<file path="src/core/dtp_pkg.sv">
package dtp_pkg;

  // ****************************************************************
  // Register map: index constants, byte address is four times index
  // ****************************************************************
  localparam int unsigned ADDR_W      = 12;
  localparam logic [7:0]  IDX_CNT1    = 8'h68;
  localparam logic [7:0]  IDX_CNT2    = 8'h69;
  localparam logic [7:0]  IDX_RLD1    = 8'h6a;
  localparam logic [7:0]  IDX_RLD2    = 8'h6b;
  localparam logic [7:0]  IDX_CTL1    = 8'h6c;
  localparam logic [7:0]  IDX_CTL2    = 8'h6d;
  localparam logic [7:0]  IDX_PDIR    = 8'h6e;
  localparam logic [7:0]  IDX_PALT    = 8'h6f;

  // ****************************************************************
  // Field positions and reset values
  // ****************************************************************
  localparam logic [7:0]  CTL1_RESET  = 8'h70;
  localparam logic [7:0]  CTL2_RESET  = 8'h40;
  localparam logic [7:0]  PORT_RESET  = 8'h00;
  localparam logic [7:0]  CNT_RESET   = 8'h00;
  localparam logic [7:0]  CNT_ALL_ONE = 8'hff;
  localparam logic [7:0]  CNT_ONE     = 8'h01;
  localparam int unsigned PIN_EVT1    = 4;
  localparam int unsigned PIN_OUT1    = 5;
  localparam int unsigned PIN_EVT2    = 6;
  localparam int unsigned PIN_OUT2    = 7;

  // ****************************************************************
  // Count source selection
  // ****************************************************************
  localparam logic [2:0]  SEL_EVT_RISE = 3'h6;
  localparam logic [2:0]  SEL_EVT_FALL = 3'h7;
  localparam int unsigned BASE_DIV     = 1;
  localparam logic [7:0]  BASE_DIV_MAX = 8'(BASE_DIV - 1);

  // ****************************************************************
  // Control register layouts
  // ****************************************************************
  typedef struct packed {
    logic       out;
    logic       run;
    logic [2:0] sel;
  } dtp_ctl1_t;

  typedef struct packed {
    logic       out;
    logic       pwm;
    logic       wide;
    logic       run;
    logic [2:0] sel;
  } dtp_ctl2_t;

  typedef struct packed {
    logic first;
    logic second;
  } dtp_pair_t;

endpackage

</file>
<file path="src/core/dtp_timer.sv">
`timescale 1ns/1ns
`default_nettype none

module dtp_timer
  import dtp_pkg::*;
(
  // Clock and reset
  input  wire logic              pclk,
  input  wire logic              presetn,
  input  wire logic              sys_reset_pulse,
  // APB slave
  input  wire logic              psel,
  input  wire logic              penable,
  input  wire logic              pwrite,
  input  wire logic [ADDR_W-1:0] paddr,
  input  wire logic [31:0]       pwdata,
  output logic [31:0]            prdata,
  output logic                   pready,
  output logic                   pslverr,
  // Event pins
  input  wire logic              first_event_pin,
  input  wire logic              second_event_pin,
  // Timer output pins and pull-ups
  output logic                   first_pin_out,
  output logic                   first_pin_oe_n,
  output logic                   second_pin_out,
  output logic                   second_pin_oe_n,
  output logic                   first_pullup_en,
  output logic                   second_pullup_en,
  // Overflow requests
  output logic                   irq_first,
  output logic                   irq_second
);

  // ****************************************************************
  // Register state
  // ****************************************************************
  dtp_ctl1_t  first_timer_control_reg;
  dtp_ctl2_t  second_timer_control_reg;
  logic [7:0] first_counter_reg;
  logic [7:0] second_counter_reg;
  logic [7:0] first_reload_value_reg;
  logic [7:0] second_reload_value_reg;
  logic [7:0] port_direction_reg;
  logic [7:0] port_alt_function_reg;
  logic       pwm_ff_reg;

  // ****************************************************************
  // APB decode
  // ****************************************************************
  logic       acc_first;
  logic       wr_en;
  logic [ADDR_W-3:0] idx;
  logic       hit;
  logic [7:0] rd_byte;
  logic [7:0] wbyte;

  assign idx       = paddr[ADDR_W-1:2];
  assign acc_first = psel && penable && !pready;
  assign wr_en     = psel && penable && pready && pwrite && !pslverr;
  assign wbyte     = pwdata[7:0];

  always_comb
  begin
    hit     = 1'b1;
    rd_byte = 8'h00;
    case (idx)
      IDX_CNT1: rd_byte = first_counter_reg;
      IDX_CNT2: rd_byte = second_counter_reg;
      IDX_RLD1: rd_byte = first_reload_value_reg;
      IDX_RLD2: rd_byte = second_reload_value_reg;
      IDX_CTL1: rd_byte = {first_timer_control_reg.out, 3'h7,
                           first_timer_control_reg.run,
                           first_timer_control_reg.sel};
      IDX_CTL2: rd_byte = {second_timer_control_reg.out, 1'b1,
                           second_timer_control_reg[5:0]};
      IDX_PDIR: rd_byte = port_direction_reg;
      IDX_PALT: rd_byte = port_alt_function_reg;
      default:  hit     = 1'b0;
    endcase
    if (paddr[1:0] != 2'h0)
    begin
      hit = 1'b0;
    end
  end

  // One wait state: the answer is registered in the first access cycle.
  always_ff @(posedge pclk or negedge presetn)
  begin
    if (!presetn)
    begin
      pready  <= 1'b0;
      pslverr <= 1'b0;
      prdata  <= 32'h0;
    end
    else
    begin
      pready  <= acc_first;
      pslverr <= acc_first && !hit;
      if (acc_first)
      begin
        prdata <= (hit && !pwrite) ? {24'h0, rd_byte} : 32'h0;
      end
    end
  end

  // ****************************************************************
  // Base enable divider and shared prescaler
  // ****************************************************************
  logic [7:0] base_div_reg;
  logic       base_en;
  logic [7:0] presc_reg;

  assign base_en = (base_div_reg == BASE_DIV_MAX);

  always_ff @(posedge pclk or negedge presetn)
  begin
    if (!presetn)
    begin
      base_div_reg <= 8'h00;
      presc_reg    <= 8'h00;
    end
    else
    begin
      base_div_reg <= base_en ? 8'h00 : base_div_reg + CNT_ONE;
      if (base_en)
      begin
        presc_reg <= presc_reg + CNT_ONE;
      end
    end
  end

  // ****************************************************************
  // Event pin synchronisers and edge detection
  // ****************************************************************
  dtp_pair_t evt_s1_reg;
  dtp_pair_t evt_s2_reg;
  dtp_pair_t evt_old_reg;
  dtp_pair_t rise;
  dtp_pair_t fall;

  always_ff @(posedge pclk or negedge presetn)
  begin
    if (!presetn)
    begin
      evt_s1_reg  <= '0;
      evt_s2_reg  <= '0;
      evt_old_reg <= '0;
    end
    else
    begin
      evt_s1_reg  <= {first_event_pin, second_event_pin};
      evt_s2_reg  <= evt_s1_reg;
      evt_old_reg <= evt_s2_reg;
    end
  end

  assign rise = evt_s2_reg & ~evt_old_reg;
  assign fall = ~evt_s2_reg & evt_old_reg;

  function automatic logic src_tick(input logic [2:0] sel,
                                    input logic       ev_rise,
                                    input logic       ev_fall,
                                    input logic       ben,
                                    input logic [7:0] pre);
    logic [7:0] mask;
    mask = 8'h00;
    case (sel)
      3'h1:    mask = 8'h01;
      3'h2:    mask = 8'h03;
      3'h3:    mask = 8'h07;
      3'h4:    mask = 8'h1f;
      3'h5:    mask = 8'hff;
      default: mask = 8'h00;
    endcase
    if (sel == SEL_EVT_RISE)
    begin
      return ev_rise;
    end
    if (sel == SEL_EVT_FALL)
    begin
      return ev_fall;
    end
    return ben && ((pre & mask) == mask);
  endfunction

  // ****************************************************************
  // Count steps and overflows
  // ****************************************************************
  logic tick1;
  logic tick2;
  logic ovf1;
  logic ovf2;
  logic mode_wide;
  logic mode_pwm;

  assign mode_wide = second_timer_control_reg.wide;
  assign mode_pwm  = second_timer_control_reg.pwm && !mode_wide;

  assign tick1 = first_timer_control_reg.run &&
                 src_tick(first_timer_control_reg.sel, rise.first,
                          fall.first, base_en, presc_reg);
  assign ovf1  = tick1 && (first_counter_reg == CNT_ALL_ONE);

  always_comb
  begin
    if (mode_wide)
    begin
      tick2 = ovf1;
    end
    else if (mode_pwm)
    begin
      tick2 = first_timer_control_reg.run &&
              src_tick(second_timer_control_reg.sel, rise.second,
                       fall.second, base_en, presc_reg);
    end
    else
    begin
      tick2 = second_timer_control_reg.run &&
              src_tick(second_timer_control_reg.sel, rise.second,
                       fall.second, base_en, presc_reg);
    end
  end

  assign ovf2 = tick2 && (second_counter_reg == CNT_ALL_ONE);

  // ****************************************************************
  // Counters and reload values
  // ****************************************************************
  logic chain_reload;

  assign chain_reload = ovf2 && (mode_wide || mode_pwm);

  always_ff @(posedge pclk or negedge presetn)
  begin
    if (!presetn)
    begin
      first_counter_reg      <= CNT_RESET;
      first_reload_value_reg <= CNT_RESET;
    end
    else if (wr_en && idx == IDX_CNT1)
    begin
      first_counter_reg      <= wbyte;
      first_reload_value_reg <= wbyte;
    end
    else
    begin
      if (wr_en && idx == IDX_RLD1)
      begin
        first_reload_value_reg <= wbyte;
      end
      if (chain_reload || (ovf1 && !mode_wide && !mode_pwm))
      begin
        first_counter_reg <= first_reload_value_reg;
      end
      else if (tick1)
      begin
        first_counter_reg <= first_counter_reg + CNT_ONE;
      end
    end
  end

  always_ff @(posedge pclk or negedge presetn)
  begin
    if (!presetn)
    begin
      second_counter_reg      <= CNT_RESET;
      second_reload_value_reg <= CNT_RESET;
    end
    else if (wr_en && idx == IDX_CNT2)
    begin
      second_counter_reg      <= wbyte;
      second_reload_value_reg <= wbyte;
    end
    else
    begin
      if (wr_en && idx == IDX_RLD2)
      begin
        second_reload_value_reg <= wbyte;
      end
      if (ovf2)
      begin
        second_counter_reg <= second_reload_value_reg;
      end
      else if (tick2)
      begin
        second_counter_reg <= second_counter_reg + CNT_ONE;
      end
    end
  end

  // ****************************************************************
  // Control registers and port setup
  // ****************************************************************
  always_ff @(posedge pclk or negedge presetn)
  begin
    if (!presetn)
    begin
      first_timer_control_reg <= dtp_ctl1_t'({CTL1_RESET[7], CTL1_RESET[3:0]});
    end
    else if (sys_reset_pulse)
    begin
      first_timer_control_reg <= dtp_ctl1_t'({CTL1_RESET[7], CTL1_RESET[3:0]});
    end
    else if (wr_en && idx == IDX_CTL1)
    begin
      first_timer_control_reg <= dtp_ctl1_t'({wbyte[7], wbyte[3:0]});
    end
    else if (ovf1)
    begin
      first_timer_control_reg.out <= !first_timer_control_reg.out;
    end
  end

  always_ff @(posedge pclk or negedge presetn)
  begin
    if (!presetn)
    begin
      second_timer_control_reg <= dtp_ctl2_t'({CTL2_RESET[7], CTL2_RESET[5:0]});
    end
    else if (sys_reset_pulse)
    begin
      second_timer_control_reg <= dtp_ctl2_t'({CTL2_RESET[7], CTL2_RESET[5:0]});
    end
    else if (wr_en && idx == IDX_CTL2)
    begin
      second_timer_control_reg <= dtp_ctl2_t'({wbyte[7], wbyte[5:0]});
    end
    else if (ovf2)
    begin
      second_timer_control_reg.out <= !second_timer_control_reg.out;
    end
  end

  always_ff @(posedge pclk or negedge presetn)
  begin
    if (!presetn)
    begin
      port_direction_reg    <= PORT_RESET;
      port_alt_function_reg <= PORT_RESET;
    end
    else if (sys_reset_pulse)
    begin
      port_direction_reg    <= PORT_RESET;
      port_alt_function_reg <= PORT_RESET;
    end
    else
    begin
      if (wr_en && idx == IDX_PDIR)
      begin
        port_direction_reg <= wbyte;
      end
      if (wr_en && idx == IDX_PALT)
      begin
        port_alt_function_reg <= wbyte;
      end
    end
  end

  // ****************************************************************
  // Pulse flip-flop, pins and overflow requests
  // ****************************************************************
  always_ff @(posedge pclk or negedge presetn)
  begin
    if (!presetn)
    begin
      pwm_ff_reg <= 1'b0;
    end
    else if (ovf2)
    begin
      pwm_ff_reg <= 1'b0;
    end
    else if (ovf1)
    begin
      pwm_ff_reg <= 1'b1;
    end
  end

  // Pins show the level one cycle after the register changes.
  always_ff @(posedge pclk or negedge presetn)
  begin
    if (!presetn)
    begin
      first_pin_out    <= 1'b0;
      second_pin_out   <= 1'b0;
      first_pin_oe_n   <= 1'b1;
      second_pin_oe_n  <= 1'b1;
      first_pullup_en  <= 1'b0;
      second_pullup_en <= 1'b0;
      irq_first        <= 1'b0;
      irq_second       <= 1'b0;
    end
    else
    begin
      first_pin_out    <= mode_pwm ? pwm_ff_reg : first_timer_control_reg.out;
      second_pin_out   <= mode_pwm ? !pwm_ff_reg : second_timer_control_reg.out;
      first_pin_oe_n   <= !(port_direction_reg[PIN_OUT1] && port_alt_function_reg[PIN_OUT1]);
      second_pin_oe_n  <= !(port_direction_reg[PIN_OUT2] && port_alt_function_reg[PIN_OUT2]);
      first_pullup_en  <= !port_direction_reg[PIN_EVT1] && port_alt_function_reg[PIN_EVT1];
      second_pullup_en <= !port_direction_reg[PIN_EVT2] && port_alt_function_reg[PIN_EVT2];
      irq_first        <= ovf1;
      irq_second       <= ovf2;
    end
  end

endmodule

`default_nettype wire

</file>
<file path="config.mk">
export PLATFORM = sky130hd
export DESIGN_NAME = dtp_timer
export DESIGN_NICKNAME = d
export VERILOG_FILES = /design/src/core/dtp_pkg.sv /design/src/core/dtp_timer.sv
export SDC_FILE = /design/constraint.sdc
export NUM_CORES = 1
export LEC_CHECK = 0
export ABC_AREA = 1
export BUFFER_PORTS_ARGS = -buffer_cell sky130_fd_sc_hd__buf_2
export CAP_MARGIN = 20
export CORE_MARGIN = 5
export CORE_UTILIZATION = 35
export CTS_BUF_LIST = sky130_fd_sc_hd__clkbuf_16
export DETAILED_ROUTE_END_ITERATION = 8
export PLACE_DENSITY_LB_ADDON = 0.12
export SKIP_LAST_GASP = 1
export SLEW_MARGIN = 20
export SYNTH_ARGS = -nofsm -noshare
export SYNTH_HDL_FRONTEND = slang
export SYNTH_SLANG_ARGS = --single-unit
</file>
<file path="constraint.sdc">
create_clock -name pclk -period 5.68 [get_ports pclk]
set_input_delay 0.852 -clock pclk [delete_from_list [all_inputs] [get_ports pclk]]
set_output_delay 0.852 -clock pclk [all_outputs]
set_load 0.1 [all_outputs]
</file>
==> results.toml, run 1 <==
[status]
status = "finished, final reports clean"

[worst_setup_path]
worst-path-buf-inv = 5
required_ns = 5.90
r2r-end = "second_counter_reg[1]$_DFFE_PN0P_"
crit_path_end_kind = "flip-flop"
cp_top_family = "simple AND/OR/NAND/NOR gates"
reg2reg_depth = 9
worstPathCellList = "buf_2, inv_1, nor4_2, inv_1, nor2_1, inv_2, nand3_1, inv_1, nand2_1, o221ai_1"
cp.arrival_ns = 3.09
worstPathMaxFanout = 10
crit_path_start_kind = "input pin"
worst_path_max_delay_cell = "nor4_2"
cp_common_cell = "inv_1"
cpPeakStageDelay_ns = 0.76
timing.rr.start = "pready$_DFF_PN0_"
critPathKind = "input pin to flip-flop"
reg2reg_slack_ns = 2.98

[drt]
drt_iter0_markers = 406
vias = 4434
wl_per_cell_um = 16.1
routed_wirelength_um = 14500
vias_per_cell = 4.94
first_pass_iters = 5
ant_nets = 0
post-route-drc-count = 0

[floorplan]
std_cell_rows = 45
coreArea_um2 = 15000
ios = 94
die_area_um2 = 17700
die_w_um = 133
die_y_um = 133
initial_core_util = 0.352

[power_and_ir_drop]
p_comb_frac = 0.195
switching_share = 0.326
irDropWorstVdd_uv = 168
total_power_w = 0.00190
switching_power_w = 0.000619
leakage_nw = 3.02
internal-power_w = 0.00128
p_seq_frac = 0.454
power.density_nw_per_um2 = 318
power.share.clock = 0.352

[sta]
tightest_slew_ns = 1.01
rsz0062_at_grt = "no"
finalCriticalPeriod_ns = 2.87
fin_crit_sh = 0.506
skew_ns = 0.00663
finalSetupTns_ns = 0
finalMaxSlewViolations = 0
setup_viol = 0
hold_violations = 0
timing.fmax_mhz = 348
holdWs_ns = 0.348
relSlewSlack = 0.321

[yosys]
synth_edf_count = 0
synth.distinct_cells = 47
syn-instance-count = 654
synth_area_um2 = 5290
syn_area_per_cell_um2 = 8.09
yosysWarnings = 0
async_flop_share = 1.00
ys.flop_type = "dfrtp_1"
synth-seq-cells = 101
seq_area_frac_synth = 0.478

[clocking]
ctsHoldBuffers = 0
root_buffer = "clkbuf_16"
clock_path_buffers = 2
path_clk_slew_ns = 0.07
cts_buffers = 9
clock_latency_ns = 0.35
cts_resized = 0
htreeDepth = 3
postCtsSetupBuffers = 0
cts_tree = "built"
cts_sinks = 101

[grt]
grt_busiest_layer = "met1"
grt_pass1_vias = 4237
grt.overflow.total = 0
met1_usage = 0.266
grt_pass1_wl_um = 23500
antenna_found_initial = 0
grt_start_max_net_pins = 71
track_usage = 0.170
met3_usage = 0.0262
grt.met2_usage = 0.234

[cells_and_area]
final_util = 0.398
regArea_um2 = 2530
fin_area_um2 = 5980
diodes = 0
nets = 762
n_fill_cell = 1505
multi_input_area_um2 = 2350
syn2layout_area_growth_pct = 12.9
drive_gt1_frac = 0.121

[worst_hold_path]
min_from = "evt_s1_reg[0]$_DFF_PN0_"
holdCritPathClass = "flip-flop to flip-flop"
whs_path_depth = 0
min_to = "evt_s2_reg[0]$_DFF_PN0_"

[job]
max_cap_violations = 0

[place]
io_buffer_count = 45
gp_congestion = 0.870
hpwl_um = 10800
postPlaceCellArea_um2 = 5650
area by class of cell:
type / instances / area share
flip-flops and latches: 101 / 0.423
multi-input cells: 466 / 0.393
inverters: 81 / 0.0509
repair buffers: 46 / 0.0394
well taps: 188 / 0.0394
clock buffers: 9 / 0.0377
clock inverters: 7 / 0.0159
power by group through the flow:
| stage | Sequential, W | Clock (W) | Combinational (W) |
|---|---|---|---|
| final | 0.000862 | 0.000669 | 0.000370 |
| after global routing | 0.000871 | 0.000716 | 0.000411 |
| after CTS | 0.000860 | 0.000690 | 0.000371 |
| after detailed placement | 0.000872 | 0 | 0.000369 |
| after global placement | 0.000872 | 0 | 0.000364 |
| after floorplan | 0.000886 | 0 | 0.000270 |
routing by layer:
layer,part of all wire,vias to the layer above
met1,0.50,2090
met2,0.42,147
met4,0.019,0
li1,-,2179
met3,0.063,18
met5,0,-
worst reg2reg max path: stages, from the launching register on:
cell and delay, ns:
dfrtp_1 0.37, inv_1 0.06, nor4_2 0.79, inv_1 0.32, nor2_1 0.31, inv_2 0.16
nand3_1 0.23, inv_1 0.15, nand2_1 0.09, o221ai_1 0.11
stage by stage:
stage,instances,setup WS [ns]
2_1_floorplan,677,3.29
3_3_place_gp,882,2.64
3_5_place_dp,882,2.60
4_1_cts,898,2.97
5_1_grt,898,2.70
6_report,898,2.81
logic make-up after synthesis:
family	Yosys count	share of synthesized area
XOR/XNOR	22	0.0364
flip-flops	101	0.478
multiplexers	1	0.00189
AND/OR/NAND/NOR	308	0.255
AO/OA/AOI/OAI	106	0.120
other	1	0.000709
adder cells (fa/ha/maj)	5	0.0118
buffers and inverters	110	0.0953
cells in the mapped netlist (5+ instances only):
cell type | number | area share
inv_1 | 66 | 0.047
nand2_1 | 196 | 0.14
a221oi_1 | 8 | 0.013
nor3_1 | 7 | 0.0066
clkinv_1 | 11 | 0.0078
dfrtp_1 | 99 | 0.47
o21ai_0 | 55 | 0.052
nor2_1 | 41 | 0.029
buf_4 | 24 | 0.034
xor2_1 | 18 | 0.030
a21oi_1 | 12 | 0.011
nand3_1 | 42 | 0.040
o22ai_1 | 6 | 0.0071
a22o_1 | 5 | 0.0083
ha_1 | 5 | 0.012
how the worst max path moves through the flow:
| stage | start | endpoint | slack, ns | cells after the start |
|---|---|---|---|---|
| 6_report | pwrite | second_counter_reg[1]$_DFFE_PN0P_ | 2.81 | 10 |
| 5_1_grt | pwrite | second_counter_reg[5]$_DFFE_PN0P_ | 2.70 | 10 |
| 4_1_cts | pwrite | second_counter_reg[1]$_DFFE_PN0P_ | 2.97 | 10 |
| 3_5_place_dp | pwrite | second_counter_reg[1]$_DFFE_PN0P_ | 2.60 | 10 |
| 3_3_place_gp | pwrite | second_counter_reg[2]$_DFFE_PN0P_ | 2.64 | 10 |
| 2_1_floorplan | pready$_DFF_PN0_ | second_counter_reg[2]$_DFFE_PN0P_ | 3.29 | 9 |
placed cells by master (no fill, tap or decap), types with 11 or more instances in the layout:
cell / instances
nand2_1: 196
dfrtp_1: 99
inv_1: 67
o21ai_0: 55
buf_2: 44
nand3_1: 42
nor2_1: 41
conb_1: 24
xor2_1: 18
a21oi_1: 11
clkinv_1: 11
Note: power is estimated with default switching activity, not from simulation.
==> run 2, diff against run 1 <==
--- a/config.mk
+++ b/config.mk
@@ -5,7 +5,7 @@
 export SDC_FILE = /design/constraint.sdc
 export NUM_CORES = 1
 export LEC_CHECK = 0
-export ABC_AREA = 1
+export ABC_AREA = 0
 export BUFFER_PORTS_ARGS = -buffer_cell sky130_fd_sc_hd__buf_2
 export CAP_MARGIN = 20
 export CORE_MARGIN = 5
==> constraint.sdc (replaced) <==
create_clock -name pclk -period 2.83 [get_ports pclk]
set_input_delay 0.4245 -clock pclk [delete_from_list [all_inputs] [get_ports pclk]]
set_output_delay 0.4245 -clock pclk [all_outputs]
set_load 0.1 [all_outputs]
==> run 2 against run 1 <==
Final cell count fell by 13%. Largest power group unchanged. Highest routed layer unchanged. Critical path depth grew 1. Worst setup slack got worse by 2.7 ns. Non-clock buffer count grew 30. Register-to-register slack got worse by 2.9 ns. Area after synthesis rose by 0.28%. Largest cell class is now multi-input combinational cells.
==> results.toml, run 2 <==
[grt]
track_usage = 0.170
grt.overflow.total = 0
grt_start_max_net_pins = 102
grt_pass1_wl_um = 23400
grt_pass1_vias = 4056
antenna_found_initial = 0

[drt]
wl_per_cell_um = 18.9
vias = 4181
post-route-drc-count = 0
drt_iter0_markers = 240
ant_nets = 0
vias_per_cell = 5.33
routed_wirelength_um = 14900
first_pass_iters = 5

[clocking]
cts_tree = "built"
root_buffer = "clkbuf_16"
clock_path_buffers = 2
cts_sinks = 101
clock_latency_ns = 0.35
htreeDepth = 3
ctsHoldBuffers = 0
cts_buffers = 9
path_clk_slew_ns = 0.07

[yosys]
synth_area_um2 = 5310
synth_common_cells = "dfrtp_1 (99), nand2_1 (57), nor2_1 (46)"
synth_edf_count = 0
synth_largest_area_cell = "dfrtp_1"
post-synth-top-count-cell = "dfrtp_1"
synth.distinct_cells = 63
syn-instance-count = 524
synth_top_area_share = 0.467
synth-seq-cells = 101
syn_area_per_cell_um2 = 10.1
synthTopCellsByArea = "dfrtp_1 (47%), mux2i_1 (5.1%), nand2_1 (4.0%)"
yosysWarnings = 0
ys.flop_type = "dfrtp_1"
async_flop_share = 1.00
seq_area_frac_synth = 0.477

[place]
detailedPlace.worstSlack_ns = -0.00864
gp_congestion = 0.898
hpwl_um = 10400
io_buffer_count = 45
dp.cells = 760

[worst_setup_path]
crit_path_end_kind = "flip-flop"
reg2reg_depth = 11
worstPathMaxFanout = 4
worstPathCellList = "inv_1, ha_2, or4b_4, or4_4, o221a_4, nor2_4, a41o_4, nand2_2, buf_4, o22ai_2, a21oi_1"
required_ns = 3.06
timing.rr.start = "base_div_reg[1]$_DFF_PN0_"
critPathKind = "flip-flop to flip-flop"
cpPeakStageDelay_ns = 0.47
cp.arrival_ns = 2.97
r2r-end = "first_counter_reg[2]$_DFFE_PN0P_"
crit_path_start_kind = "flip-flop"
reg2reg_slack_ns = 0.1
worst_path_max_delay_cell = "or4b_4"

[power_and_ir_drop]
power.share.clock = 0.415
p_seq_frac = 0.500
power.density_nw_per_um2 = 467
leakage_nw = 2.84
switching_power_w = 0.000760
irDropWorstVdd_uv = 249
p_comb_frac = 0.085
internal-power_w = 0.00215
switching_share = 0.261

[cells_and_area]
most-common-layout-cells = "dfrtp_1 (99), nand2_1 (56), nor2_1 (46)"
regArea_um2 = 2530
multi_input_area_um2 = 2670
diodes = 0
final_util = 0.414
fin_cells = 784
drive_gt1_frac = 0.232
syn2layout_area_growth_pct = 17.4
nets = 648
final_common_cell = "dfrtp_1"
n_fill_cell = 1466

[sta]
skew_ns = 0.0110
fin_ws_ns = 0.0992
tightest_slew_ns = 0.821
finalMaxSlewViolations = 0
timing.fmax_mhz = 366
finalCriticalPeriod_ns = 2.73
fin_crit_sh = 0.965
finalSetupTns_ns = 0
rsz0062_at_grt = "yes"
holdWs_ns = 0.124
setup_viol = 0
relSlewSlack = 0.449
hold_violations = 0

[status]
status = "finished, final reports clean"

[floorplan]
coreArea_um2 = 15000
ios = 94
die_y_um = 133
die_w_um = 133
std_cell_rows = 45
die_area_um2 = 17700
initial_core_util = 0.353

[job]
max_cap_violations = 0

[worst_hold_path]
holdCritPathClass = "input pin to async pin"
## run 2: changes by cell type after synthesis, moves of 13 or more
cell / change
nand2_1: -139
inv_1: -57
o21ai_0: -35
mux2i_1: +26
nand3_1: -18
mux2_2: +17
a22oi_1: +14
xor2_1: -14
clkbuf_1: +13
xnor2_1: +13
## run 2: area by class of cell
class | count | area share
clock buffer | 9 | 0.0362
inverter | 9 | 0.00542
clock inverter | 7 | 0.00944
multi-input combinational | 394 | 0.428
sequential | 101 | 0.406
timing repair buffer | 76 | 0.0765
tap | 188 | 0.0378
## run 2: cells by family (layout without fill, tap and decap cells)
group / Yosys count / in the layout / share of synthesized area
AO/OA/AOI/OAI: 109 / 110 / 0.154
XOR/XNOR: 21 / 21 / 0.0347
adder cells (fa/ha/maj): 5 / 5 / 0.0118
buffers and inverters: 53 / 101 / 0.0554
flip-flops: 101 / 101 / 0.477
multiplexers: 45 / 45 / 0.0898
other: 1 / 24 / 0.000707
AND/OR/NAND/NOR: 189 / 189 / 0.177
## run 2: per-stage QoR
stage                     total power [W]  cell area [µm²]
after floorplan                   0.00168             5390
after global placement            0.00173             5790
after detailed placement          0.00173             5790
after CTS                         0.00295             6080
after global routing              0.00302             6230
final                             0.00291             6230
## run 2: worst max-delay path, delay by kind of cell, from the launching register on
family	cells	cell delay, ns
AND/OR/NAND/NOR	4	1.17
buffers and inverters	2	0.22
adder cells (fa/ha/maj)	1	0.16
AO/OA/AOI/OAI	4	0.69
flip-flops	1	0.38
## run 2: worst max path at each step
stage / from / end / slack (ns) / cells after the start
after floorplan: base_div_reg[0]$_DFF_PN0_ / first_counter_reg[2]$_DFFE_PN0P_ / 0.08 / 10
after global placement: base_div_reg[0]$_DFF_PN0_ / first_counter_reg[2]$_DFFE_PN0P_ / 0.02 / 10
after detailed placement: base_div_reg[0]$_DFF_PN0_ / first_counter_reg[5]$_DFFE_PN0P_ / -0.009 / 10
after CTS: base_div_reg[0]$_DFF_PN0_ / second_timer_control_reg[6]$_DFFE_PN0P_ / 0.004 / 10
after global routing: base_div_reg[0]$_DFF_PN0_ / second_counter_reg[5]$_DFFE_PN0P_ / -0.02 / 11
final: base_div_reg[1]$_DFF_PN0_ / first_counter_reg[2]$_DFFE_PN0P_ / 0.1 / 11
## run 2: power by group through the flow
stage,Clock (W),Combinational (W),Sequential [W]
2_1_floorplan,0,0.000190,0.00149
3_3_place_gp,0,0.000249,0.00148
3_5_place_dp,0,0.000250,0.00148
4_1_cts,0.00125,0.000250,0.00145
5_1_grt,0.00130,0.000265,0.00145
6_report,0.00121,0.000248,0.00145
## run 2: routing by layer
layer / vias to the layer above / GRT usage / wire [µm]
li1: 1982 / - / -
met1: 2038 / 0.236 / 6800
met2: 129 / 0.256 / 6790
met3: 32 / 0.0393 / 834
met4: 0 / 0.0703 / 425
met5: - / 0 / 0
## run 2: what timing repair did
item | CTS | global route
endpoints found under the setup margin | 4 | 13
resized for setup | 1 | 17
buffers inserted | 0 | 7
gates cloned | 0 | 1
pin swaps | 2 | 9
==> run 3, diff against run 2 <==
--- a/config.mk
+++ b/config.mk
@@ -11,8 +11,9 @@
 export CORE_MARGIN = 5
 export CORE_UTILIZATION = 35
 export CTS_BUF_LIST = sky130_fd_sc_hd__clkbuf_16
+export CTS_CLUSTER_SIZE = 8
 export DETAILED_ROUTE_END_ITERATION = 8
-export PLACE_DENSITY_LB_ADDON = 0.12
+export PLACE_DENSITY = 0.51
 export SKIP_LAST_GASP = 1
 export SLEW_MARGIN = 20
 export SYNTH_ARGS = -nofsm -noshare
==> run 3 against run 2 <==
Critical path depth unchanged. Clock power up 9%. Non-clock buffer count is the same. Largest cell class unchanged. Critical endpoint is now first_counter_reg[0]$_DFFE_PN0P_. First-iteration DRC count is 2.9% higher. Clock-buffer cell count unchanged. Die area unchanged. Via count rose by 1.2%. Flip-flop and latch count did not move.
==> results.toml, run 3 (same netlist as run 2, synthesis figures left out) <==
[clocking]
ctsHoldBuffers = 0
htreeDepth = 3
cts_buffers = 9
path_clk_slew_ns = 0.08
cts_sinks = 101
cts_tree = "built"
clock_path_buffers = 2
root_buffer = "clkbuf_16"
clock_latency_ns = 0.36

[power_and_ir_drop]
power.share.clock = 0.437
irDropWorstVdd_uv = 261
switching_share = 0.277
switching_power_w = 0.000838
internal-power_w = 0.00219
total_power_w = 0.00302
p_seq_frac = 0.480
leakage_nw = 2.85
p_comb_frac = 0.083
power.density_nw_per_um2 = 487

[status]
status = "finished, final reports clean"

[worst_setup_path]
worstPathMaxFanout = 6
reg2reg_slack_ns = 0.07
worst-path-buf-inv = 2
reg2reg_depth = 11
r2r-end = "first_counter_reg[0]$_DFFE_PN0P_"
critPathKind = "flip-flop to flip-flop"
critPathLaunch = "base_div_reg[0]$_DFF_PN0_"
cp_top_family = "simple AND/OR/NAND/NOR gates"
crit_end = "first_counter_reg[0]$_DFFE_PN0P_"
required_ns = 3.11
timing.rr.start = "base_div_reg[0]$_DFF_PN0_"
cp.arrival_ns = 3.04
crit_path_start_kind = "flip-flop"
cp.depth = 11
crit_path_end_kind = "flip-flop"
worstPathCellList = "inv_1, ha_1, or4b_4, or4_4, o221a_4, nor3_4, o31ai_4, buf_4, nand3_1, o211ai_1, o21ai_0"
worst_path_max_delay_cell = "or4_4"
cpPeakStageDelay_ns = 0.51

[sta]
skew_ns = 0.00897
finalMaxSlewViolations = 0
rsz0062_at_grt = "yes"
setup_viol = 0
relSlewSlack = 0.478
holdWs_ns = 0.0925
fin_crit_sh = 0.974
timing.fmax_mhz = 363
hold_violations = 0
tightest_slew_ns = 0.776
finalCriticalPeriod_ns = 2.76

[worst_hold_path]
holdCritPathClass = "input pin to async pin"

[cells_and_area]
drive_gt1_frac = 0.228
nets = 648
final_common_cell = "dfrtp_1"
diodes = 0
syn2layout_area_growth_pct = 17.0
most-common-layout-cells = "dfrtp_1 (99), nand2_1 (56), nor2_1 (46)"

[floorplan]
std_cell_rows = 45
die_w_um = 133
die_y_um = 133
initial_core_util = 0.353
ios = 94
coreArea_um2 = 15000
die_area_um2 = 17700

[drt]
drt_iter0_markers = 247
routed_wirelength_um = 14800
ant_nets = 0
vias = 4232
vias_per_cell = 5.40
wl_per_cell_um = 18.8
first_pass_iters = 5
post-route-drc-count = 0

[grt]
track_usage = 0.164
grt_start_max_net_pins = 49
grt_pass1_vias = 4134
grt_pass1_wl_um = 22700
antenna_found_initial = 0
grt.overflow.total = 0

[place]
gp_congestion = 0.885
hpwl_um = 10600
io_buffer_count = 45

[job]
max_cap_violations = 0
## run 3: final cells by class
class / count / area (µm²)
clock buffer: 9 / 225
clock inverter: 7 / 92.6
fill: 1461 / 8820
inverter: 9 / 33.8
multi-input combinational: 394 / 2620
sequential: 101 / 2530
tap: 188 / 235
timing repair buffer: 76 / 473
## run 3: routing by layer
| layer | track usage | up-vias | share of wire |
|---|---|---|---|
| li1 | - | 1984 | - |
| met1 | 0.221 | 2080 | 0.45 |
| met2 | 0.257 | 126 | 0.46 |
| met3 | 0.0272 | 42 | 0.052 |
| met4 | 0.0800 | 0 | 0.040 |
| met5 | 0 | - | 0 |
## run 3: worst reg2reg max path: stages (launching register included)
cell and delay (ns):
dfrtp_1 0.38, inv_1 0.06, ha_1 0.15, or4b_4 0.47, or4_4 0.51, o221a_4 0.26, nor3_4 0.18, o31ai_4 0.15
buf_4 0.20, nand3_1 0.08, o211ai_1 0.09, o21ai_0 0.15
## run 3: power by group through the flow
| stage | logic [W] | registers (W) | clock network, W |
|---|---|---|---|
| 5_1_grt | 0.000263 | 0.00145 | 0.00140 |
| 3_5_place_dp | 0.000251 | 0.00148 | 0 |
| 6_report | 0.000250 | 0.00145 | 0.00132 |
| 3_3_place_gp | 0.000249 | 0.00148 | 0 |
| 2_1_floorplan | 0.000190 | 0.00149 | 0 |
| 4_1_cts | 0.000252 | 0.00145 | 0.00136 |
## run 3: how the worst min path moves through the flow
| stage | start | end | depth (start not counted) |
|---|---|---|---|
| CTS | presetn | presc_reg[4]$_DFFE_PN0N_ | 1 |
| global route | presetn | first_counter_reg[4]$_DFFE_PN0P_ | 1 |
| finish | presetn | pwm_ff_reg$_DFFE_PN0P_ | 1 |
| global placement | evt_s1_reg[1]$_DFF_PN0_ | evt_s2_reg[1]$_DFF_PN0_ | 0 |
| detailed placement | evt_s1_reg[1]$_DFF_PN0_ | evt_s2_reg[1]$_DFF_PN0_ | 0 |
| floorplan | presetn | base_div_reg[0]$_DFF_PN0_ | 0 |
## run 3: per-stage QoR
| stage | setup TNS [ns] | instances | utilization | cell area (µm²) | setup WS [ns] |
|---|---|---|---|---|---|
| 4_1_cts | -0.0427 | 778 | 0.409 | 6140 | -0.0341 |
| 3_5_place_dp | -0.0534 | 762 | 0.386 | 5800 | -0.0258 |
| 5_1_grt | -0.214 | 784 | 0.413 | 6210 | -0.0570 |
| 3_3_place_gp | 0 | 762 | 0.386 | 5800 | 0.0201 |
| 2_1_floorplan | 0 | 547 | - | 5390 | 0.0840 |
| 6_report | 0 | 784 | 0.413 | 6210 | 0.0735 |
## run 3: repair_timing
action	4_1_cts	5_1_grt
endpoints found under the hold margin	0	0
cloned	0	1
setup buffers	0	5
pin swaps	0	6
setup endpoints to repair	5	13
gates resized for setup	3	5
